--- config.mk ---
export PLATFORM = sky130hd
export DESIGN_NAME = sse_exec
export DESIGN_NICKNAME = d
export VERILOG_FILES = /design/src/inc/sse_pkg.sv /design/src/logic/sse_exec.sv
export SDC_FILE = /design/constraint.sdc
export NUM_CORES = 1
export LEC_CHECK = 0
export ABC_AREA = 1
export BUFFER_PORTS_ARGS = -buffer_cell sky130_fd_sc_hd__buf_2
export CAP_MARGIN = 20
export CORE_MARGIN = 5
export CORE_UTILIZATION = 45
export CTS_CLUSTER_DIAMETER = 50
export CTS_CLUSTER_SIZE = 10
export DETAILED_ROUTE_END_ITERATION = 10
export PLACE_DENSITY = 0.72
export SLEW_MARGIN = 15
export SYNTH_ARGS = -nofsm -noshare
export SYNTH_HDL_FRONTEND = slang
export SYNTH_SLANG_ARGS = --single-unit
--- constraint.sdc ---
create_clock -name ref_clk_i -period 4.99 [get_ports ref_clk_i]
set_input_delay 0.2495 -clock ref_clk_i [delete_from_list [all_inputs] [get_ports ref_clk_i]]
set_output_delay 0.2495 -clock ref_clk_i [all_outputs]
set_load 0.005 [all_outputs]
--- src/inc/sse_pkg.sv ---
// constants and types for the store and subtract execute datapath
// Functional notes
// - dual float store writes both memory words in one cycle as float words
// - dual store sources are registers 0..7; destinations are indirect addresses
// - integer store writes any register 0..27 to memory as signed integer
// - single store address mode 01 is direct, 10 is indirect
// - interlocked integer store writes memory and signals end on both flag pins
// - dual integer store to one address keeps the second-listed source value
// - stores and conditional subtract leave flags alone and ignore saturate mode
// - two-operand form: dst minus src minus carry into dst, signed
// - three-operand form: src1 minus src2 minus carry into separate dst
// - three-operand mode 00 both registers, 10 register then indirect
// - flags change only for dst R0..R7; underflow cleared, latched underflow kept
// - latched overflow set on overflow, otherwise held
// - overflow flag set on overflow, cleared otherwise
// - negative and zero flags follow the result
// - carry flag set on borrow, cleared otherwise
// - subtract-with-borrow result depends on saturate mode
// - conditional subtract: nonnegative difference shifted left with bit 0 set
// - conditional subtract: negative difference keeps dst shifted left
// - conditional subtract treats operands as unsigned
package sse_pkg;
   localparam int DATA_W = 32;
   localparam int REG_W = 5;
   localparam int ADDR_W = 24;
   localparam logic [4:0] LAST_REG = 5'h1B;
   localparam logic [4:0] LAST_EXT_REG = 5'h07;
   localparam logic [1:0] MODE_DIRECT = 2'h1;
   localparam logic [1:0] MODE_INDIRECT = 2'h2;
   localparam logic [1:0] T_REG_REG = 2'h0;
   localparam logic [1:0] T_REG_IND = 2'h2;
   localparam int FLAG_HOLD_NS = 200;
   localparam int CLK_NS = 40;
   localparam int FLAG_HOLD_CYC = (FLAG_HOLD_NS + CLK_NS - 1) / CLK_NS;
   localparam logic [DATA_W-1:0] MAX_POS = 32'h7FFFFFFF;
   localparam logic [DATA_W-1:0] MAX_NEG = 32'h80000000;

   typedef enum logic [2:0] {
      OP_NONE, OP_FLOAT_STORE_DUAL, OP_INT_STORE, OP_INT_STORE_INTERLOCKED,
      OP_INT_STORE_DUAL, OP_SUB_WITH_BORROW, OP_SUB_WITH_BORROW_THREE_OP,
      OP_CONDITIONAL_SUB_SHIFT
   } sse_op_t;

   typedef struct packed {
      logic latched_underflow_flag;
      logic latched_overflow_flag;
      logic underflow_flag;
      logic neg;
      logic zero;
      logic ovf;
      logic carry;
   } sse_flags_t;

   typedef struct packed {
      logic we;
      logic [ADDR_W-1:0] addr;
      logic [DATA_W-1:0] data;
   } sse_mem_wr_t;
endpackage

--- src/logic/sse_exec.sv ---
// execute-stage datapath for stores, subtract-with-borrow and conditional subtract
module sse_exec
   import sse_pkg::*;
#(
   parameter int HOLD_CYC = FLAG_HOLD_CYC
) (
   input wire logic ref_clk_i,                 // processor clock
   input wire logic rst_n_i,                   // synchronous reset, active low
   input wire logic valid_i,                   // instruction present this cycle
   input wire sse_op_t op_i,                   // decoded operation
   input wire logic [1:0] mode_i,              // store G field or three-operand T field
   input wire logic [REG_W-1:0] dst_reg_i,     // destination register number
   input wire logic [REG_W-1:0] src1_reg_i,    // first source register number
   input wire logic [REG_W-1:0] src2_reg_i,    // second source register number
   input wire logic [DATA_W-1:0] src1_val_i,   // first source operand value
   input wire logic [DATA_W-1:0] src2_val_i,   // second source value (memory if indirect)
   input wire logic [DATA_W-1:0] dst_val_i,    // current destination register value
   input wire logic [ADDR_W-1:0] addr1_i,      // first store address
   input wire logic [ADDR_W-1:0] addr2_i,      // second store address
   input wire logic overflow_saturate_mode_i,  // saturate on integer overflow
   input wire sse_flags_t flags_i,             // current condition flags
   output sse_mem_wr_t mem_wr1_o,              // first memory write port
   output sse_mem_wr_t mem_wr2_o,              // second memory write port
   output logic mem_float_o,                   // stored words are floating point
   output logic reg_we_o,                      // register write strobe
   output logic [REG_W-1:0] reg_waddr_o,       // register written
   output logic [DATA_W-1:0] reg_wdata_o,      // register write data
   output sse_flags_t flags_o,                 // updated condition flags
   output logic flags_we_o,                    // flag update strobe
   output logic illegal_o,                     // operand outside allowed range
   output logic ext_flag_pin_a_o,              // interlock flag pin a
   output logic ext_flag_pin_b_o               // interlock flag pin b
);
   // a zero hold cannot be met, as the pins stay up at least one cycle, so refuse it while elaborating
   if (HOLD_CYC < 1) begin : g_hold_check
      $error("HOLD_CYC must be at least 1");
   end

   wire is_dual = (op_i == OP_FLOAT_STORE_DUAL) || (op_i == OP_INT_STORE_DUAL);
   wire is_single = (op_i == OP_INT_STORE) || (op_i == OP_INT_STORE_INTERLOCKED);
   wire is_sub_with_borrow = (op_i == OP_SUB_WITH_BORROW) || (op_i == OP_SUB_WITH_BORROW_THREE_OP);
   wire is_conditional_sub_shift = (op_i == OP_CONDITIONAL_SUB_SHIFT);

   wire dual_bad = is_dual && ((src1_reg_i > LAST_EXT_REG) || (src2_reg_i > LAST_EXT_REG));
   wire single_bad = is_single && (mode_i != MODE_DIRECT) && (mode_i != MODE_INDIRECT);
   wire three_bad = (op_i == OP_SUB_WITH_BORROW_THREE_OP)
      && (mode_i != T_REG_REG) && (mode_i != T_REG_IND);
   // stores carry no destination register, so that field is ignored for them
   wire reg_bad = (src1_reg_i > LAST_REG)
      || ((is_sub_with_borrow || is_conditional_sub_shift) && (dst_reg_i > LAST_REG))
      || ((op_i == OP_SUB_WITH_BORROW_THREE_OP) && (mode_i == T_REG_REG)
      && (src2_reg_i > LAST_REG));
   wire bad = dual_bad || single_bad || three_bad || reg_bad;
   wire go = valid_i && !bad;

   // two-operand form takes dst as minuend
   // three-operand form takes src1 as minuend
   wire [DATA_W-1:0] minuend = (op_i == OP_SUB_WITH_BORROW) ? dst_val_i : src1_val_i;
   wire [DATA_W-1:0] subtrahend = (op_i == OP_SUB_WITH_BORROW) ? src1_val_i : src2_val_i;
   wire [DATA_W:0] wide_diff = {1'b0, minuend} - {1'b0, subtrahend}
      - {{DATA_W{1'b0}}, flags_i.carry};
   wire [DATA_W-1:0] raw_diff = wide_diff[DATA_W-1:0];
   // borrow out of the unsigned subtraction
   wire borrow = wide_diff[DATA_W];
   wire ovf = (minuend[DATA_W-1] != subtrahend[DATA_W-1])
      && (raw_diff[DATA_W-1] != minuend[DATA_W-1]);
   wire [DATA_W-1:0] sat_val = minuend[DATA_W-1] ? MAX_NEG : MAX_POS;
   wire [DATA_W-1:0] sub_with_borrow_res = (ovf && overflow_saturate_mode_i) ? sat_val : raw_diff;

   wire [DATA_W:0] c_diff = {1'b0, dst_val_i} - {1'b0, src1_val_i};
   wire c_ge = !c_diff[DATA_W];
   // shifted difference with bit 0 set when nonnegative, else dst shifted left with bit 0 clear
   wire [DATA_W-1:0] conditional_sub_shift_res = c_ge ? {c_diff[DATA_W-2:0], 1'b1}
      : {dst_val_i[DATA_W-2:0], 1'b0};

   wire flag_upd = go && is_sub_with_borrow && (dst_reg_i <= LAST_EXT_REG);
   sse_flags_t next_flags;
   always_comb begin
      next_flags = flags_i;
      next_flags.underflow_flag = 1'b0;
      next_flags.latched_overflow_flag = flags_i.latched_overflow_flag | ovf;
      next_flags.ovf = ovf;
      // sign and zero of stored result
      next_flags.neg = sub_with_borrow_res[DATA_W-1];
      next_flags.zero = (sub_with_borrow_res == '0);
      next_flags.carry = borrow;
   end

   // second-listed store wins on equal address
   wire same_addr = (addr1_i == addr2_i);

   sse_mem_wr_t next_wr1;
   sse_mem_wr_t next_wr2;
   always_comb begin
      next_wr1 = '0;
      next_wr2 = '0;
      if (go && is_dual) begin
         // both writes issued in the same cycle, except the first for a dual integer store to one address
         next_wr1.we = !(op_i == OP_INT_STORE_DUAL && same_addr);
         next_wr1.addr = addr1_i;
         next_wr1.data = src1_val_i;
         next_wr2.we = 1'b1;
         next_wr2.addr = addr2_i;
         next_wr2.data = src2_val_i;
      end else if (go && is_single) begin
         next_wr1.we = 1'b1;
         next_wr1.addr = addr1_i;
         next_wr1.data = src1_val_i;
      end
   end

   wire lock_end = go && (op_i == OP_INT_STORE_INTERLOCKED);
   localparam int HOLD_W = $clog2(HOLD_CYC + 1);
   localparam logic [HOLD_W-1:0] HOLD_LOAD = HOLD_W'(HOLD_CYC - 1);
   logic [HOLD_W-1:0] hold_cnt;
   logic pin_lvl;

   // every result leaves through a flop so memory and register file see one clean edge
   wire next_mem_float = go && (op_i == OP_FLOAT_STORE_DUAL);
   wire next_reg_we = go && (is_sub_with_borrow || is_conditional_sub_shift);
   wire [DATA_W-1:0] next_reg_wdata = is_conditional_sub_shift ? conditional_sub_shift_res : sub_with_borrow_res;
   // stores and conditional subtract pass flags through
   sse_flags_t next_flags_out;
   assign next_flags_out = flag_upd ? next_flags : flags_i;
   wire next_illegal = valid_i && bad;
   // pins stay up while the counter runs
   wire next_pin_lvl = lock_end || (pin_lvl && (hold_cnt != '0));

   always_ff @(posedge ref_clk_i) begin
      if (!rst_n_i) begin
         mem_wr1_o <= '0;
         mem_wr2_o <= '0;
      end else begin
         mem_wr1_o <= next_wr1;
         mem_wr2_o <= next_wr2;
      end
   end

   always_ff @(posedge ref_clk_i) begin
      if (!rst_n_i) begin
         mem_float_o <= 1'b0;
      end else begin
         mem_float_o <= next_mem_float;
      end
   end

   always_ff @(posedge ref_clk_i) begin
      if (!rst_n_i) begin
         reg_we_o <= 1'b0;
         reg_waddr_o <= '0;
         reg_wdata_o <= '0;
      end else begin
         reg_we_o <= next_reg_we;
         reg_waddr_o <= dst_reg_i;
         reg_wdata_o <= next_reg_wdata;
      end
   end

   always_ff @(posedge ref_clk_i) begin
      if (!rst_n_i) begin
         flags_o <= '0;
         flags_we_o <= 1'b0;
      end else begin
         flags_o <= next_flags_out;
         flags_we_o <= flag_upd;
      end
   end

   always_ff @(posedge ref_clk_i) begin
      if (!rst_n_i) begin
         illegal_o <= 1'b0;
      end else begin
         illegal_o <= next_illegal;
      end
   end

   // hold restarts on a new request
   always_ff @(posedge ref_clk_i) begin
      if (!rst_n_i) begin
         hold_cnt <= '0;
      end else if (lock_end) begin
         hold_cnt <= HOLD_LOAD;
      end else if (hold_cnt != '0) begin
         hold_cnt <= hold_cnt - 1'b1;
      end
   end

   always_ff @(posedge ref_clk_i) begin
      if (!rst_n_i) begin
         pin_lvl <= 1'b0;
      end else begin
         pin_lvl <= next_pin_lvl;
      end
   end

   // both pins carry the same level so the partner may watch either
   assign ext_flag_pin_a_o = pin_lvl;
   assign ext_flag_pin_b_o = pin_lvl;
endmodule

==> results.txt <==
number of max-cap violations: 0
crit path time final: 3.74 ns
drt via density: 4.98
setup violators final: 0
Die Wd: 163 um
sequential area share after synthesis: 31.6%
Pwr per Cell Area: 330 mW/mm^2
main combinational cell family by area after synthesis: simple AND/OR/NAND/NOR gates
final worst-path cycle share: 75.0%
Max-slew headroom: 41.9%
Crit Path Class: input port to register
row cnt: 56
Worst Reg-to-Reg Cells: 4
yosys warns: 0
Total Power: 0.00432 W
top cells by area, synth: dfxtp_1, ha_1, nand2_1
multiplexer share of the synthesized area: 0%
placed wire-length estimate: 28.0 mm
DR vias: 10.8k
Worst Setup End Kind: register
clk buf depth: 2
status: finished clean
vias in the first global route: 10.7k
Synth Flop Type: dfxtp_1
synth-to-layout area growth: 24.5%
Initial Utilization: 45.2%
Detailed Routing Iterations Pass 1: 5
ys async rst share: 0%
post_cts resized: 0
WP data arrival: 4.09 ns
Total Wirelength: 34.8 mm
Worst Skew: 0.00580 ns
share of the synthesized area in the top cell type: 31.6%
DRT iter0 DRCs: 658
I/O pin count: 339
PortBufs: 334
remaining antenna violation count after routing: 0
setup bufs post-CTS: 0
Fin Setup TNS: 0 ns
drc violations: 0
routed len/inst: 16.0 um
CTS Sinks: 166
routability cong.: 0.977
Tot GR Track Use: 25.7%
Netlist cell types: 52
total congestion overflow: 0
Setup crit start: op_i[1]
Post-Syn Area per Cell: 6.93 sq um
synthesized-area fraction occupied by adder cells: 11.7%
Die ar.: 0.0265 sq mm
CTS Buf Count: 17
Reg2Reg Launch Point: hold_cnt[0]
reg2reg end: hold_cnt[2]
Worst Tran Pin Value: 0.868 ns
leakage: 7.28 nW
initial antenna violation count: 5
Hold Violations, Final: 0
Critical Path Sink: reg_wdata_o[25]
worst skew pair latency: 0.43 ns
Final Max Tran Viols: 0
ratio of cells with drive above 1 in the final layout: 23.0%
first-pass GRT wire length: 54.6 mm
Reg clk slew, reported paths: 0.08 ns
Synth Area in Compound Gates: 14.5%
post-synthesis sequential element count: 166
Cell Area, Synth: 0.0105 sq mm
R2R setup slack: 3.87 ns
largest net degree at the start of global routing: 98
FMAX: 267 MHz
crit start category: input port
RSZ-0062 raised after global routing: no
H-tree levels: 4
minimum hold slack: 0.0226 ns
Simple-Gate Fraction of Synth Area: 25.3%
Die H: 163 um
syn_nets: 1790
Root Buffer: clkbuf_16
worst hold path type: input port to register
xor and xnor fraction of the mapped netlist area: 5.41%
worst vdd ir: 0.188 mV
CTS tree: built
Worst Path Required: 5.33 ns
Syn Inst Count: 1518
Nets: 2113
core area: 0.0233 sq mm
Post-synth EDFFs: 0
biggest area consumer among synthesized cells: dfxtp_1
critical path fanouts, max: 97
==> cell usage in the layout (no fill, tap or decap), types with 4 or more instances in the layout <==
cell	Yosys	final
dlygate4sd3_1	0	4
xnor2_1	22	22
nand2_2	7	8
nor3_1	16	16
nand3_1	28	28
o21ai_0	100	100
clkbuf_16	0	17
o21a_1	4	4
nand4_1	20	20
a21o_1	8	8
inv_6	0	4
inv_1	247	247
o21ai_1	16	15
nand2_4	5	5
xor2_1	43	43
inv_2	8	8
nand3b_1	4	4
or2_2	8	8
a31oi_1	9	9
o21bai_1	4	4
a221oi_1	4	4
nor4_1	26	26
a21oi_1	108	108
buf_4	11	10
dfxtp_1	166	166
nor2_1	230	230
buf_2	8	334
o211ai_1	5	5
diode_2	0	5
ha_1	94	94
inv_8	0	4
nand2_1	249	248
==> metal layers <==
metal	global-route usage, %	share of wire (%)	up-vias
met1	31.1	42	4856
li1	-	-	5525
met3	5.26	7.3	53
met2	45.3	48	404
met4	9.19	2.7	0
met5	0	0	-
==> power breakdown <==
part / internal [W] / leakage [nW] / switching (W)
Combinational: 0.000582 / 5.64 / 0.000958
Sequential: 0.00143 / 1.35 / 0.0000261
Clock: 0.000670 / 0.281 / 0.000661
Total: 0.00268 / 7.28 / 0.00164
==> through the flow <==
step           utilization, %  setup slack (ns)  std cells  instance area [sq um]
4_1_cts                  56.3              1.33       2173                  13100
5_1_grt                  56.3             0.899       2178                  13100
2_1_floorplan               -              1.42       1518                  10500
6_report                 56.3              1.25       2178                  13100
3_5_place_dp             53.6             0.906       2137                  12500
3_3_place_gp             53.6             0.934       2137                  12500
==> flip-flops by register name, indices dropped and copies added (netlist names) <==
name / cells
mem_wr1_o: 57
mem_wr2_o: 57
reg_wdata_o: 32
flags_o: 7
reg_waddr_o: 5
hold_cnt: 3
ext_flag_pin_a_o: 1
flags_we_o: 1
illegal_o: 1
mem_float_o: 1
reg_we_o: 1
==> area by class of cell <==
| class | count | area, sq um |
|---|---|---|
| Antenna cell | 5 | 12.5 |
| Timing Repair Buffer | 349 | 1810 |
| Inverter | 256 | 961 |
| Sequential cell | 166 | 3320 |
| Clock buffer | 17 | 425 |
| Clock inverter | 15 | 158 |
| Tap cell | 319 | 399 |
| Fill cell | 2293 | 10200 |
| Multi-Input combinational cell | 1051 | 6020 |
==> synth_stat cells, drive strengths merged, types with 3 or more instances <==
library cell  count
a21o              8
a21oi           111
a221oi            4
a31oi             9
buf              23
clkbuf           22
dfxtp           166
fa                3
ha               94
inv             255
nand2           261
nand3            31
nand3b            4
nand4            21
nor2            233
nor3             19
nor4             28
o211ai            5
o21a              4
o21ai           119
o21bai            5
or2              11
xnor2            22
xor2             43
==> cell families after synthesis <==
| logic type | after synthesis |
|---|---|
| AND/OR/NAND/NOR | 612 |
| buffers and inverters | 301 |
| AO/OA/AOI/OAI | 277 |
| flip-flops | 166 |
| adder cells (fa/ha/maj) | 97 |
| XOR/XNOR | 65 |
==> worst max-delay path, stage by stage <==
cell	delay, ns
buf_2	0.14
inv_2	0.07
nand3_4	0.07
buf_12	0.27
o21ai_0	0.21
ha_1	0.32
inv_1	0.04
ha_1	0.36
nand2_1	0.13
nor2_1	0.19
nand2_1	0.08
nand2_1	0.07
inv_2	0.03
nor2_1	0.14
nor2_2	0.07
nand2_2	0.07
nand2_2	0.07
nand2_2	0.10
nand4_1	0.11
nand2_1	0.60
o21ai_0	0.36
nor3_1	0.23
==> worst min-delay path by stage <==
stage / cells after the start / from / slack, ns / end
3_5_place_dp: 3 / dst_reg_i[1] / 0.43 / reg_waddr_o[1]
2_1_floorplan: 2 / dst_reg_i[0] / 0.34 / reg_waddr_o[0]
3_3_place_gp: 3 / dst_reg_i[1] / 0.43 / reg_waddr_o[1]
5_1_grt: 2 / flags_i[3] / 0.01 / flags_o[3]
6_report: 3 / flags_i[1] / 0.02 / flags_o[1]
4_1_cts: 3 / flags_i[1] / 0.007 / flags_o[1]
==> timing repair <==
item / 4_1_cts / 5_1_grt
setup endpoints to repair: 0 / 0
hold buffers: 4 / 0
hold endpoints to repair: 4 / 0
Note: power is estimated with default switching activity, not from simulation.
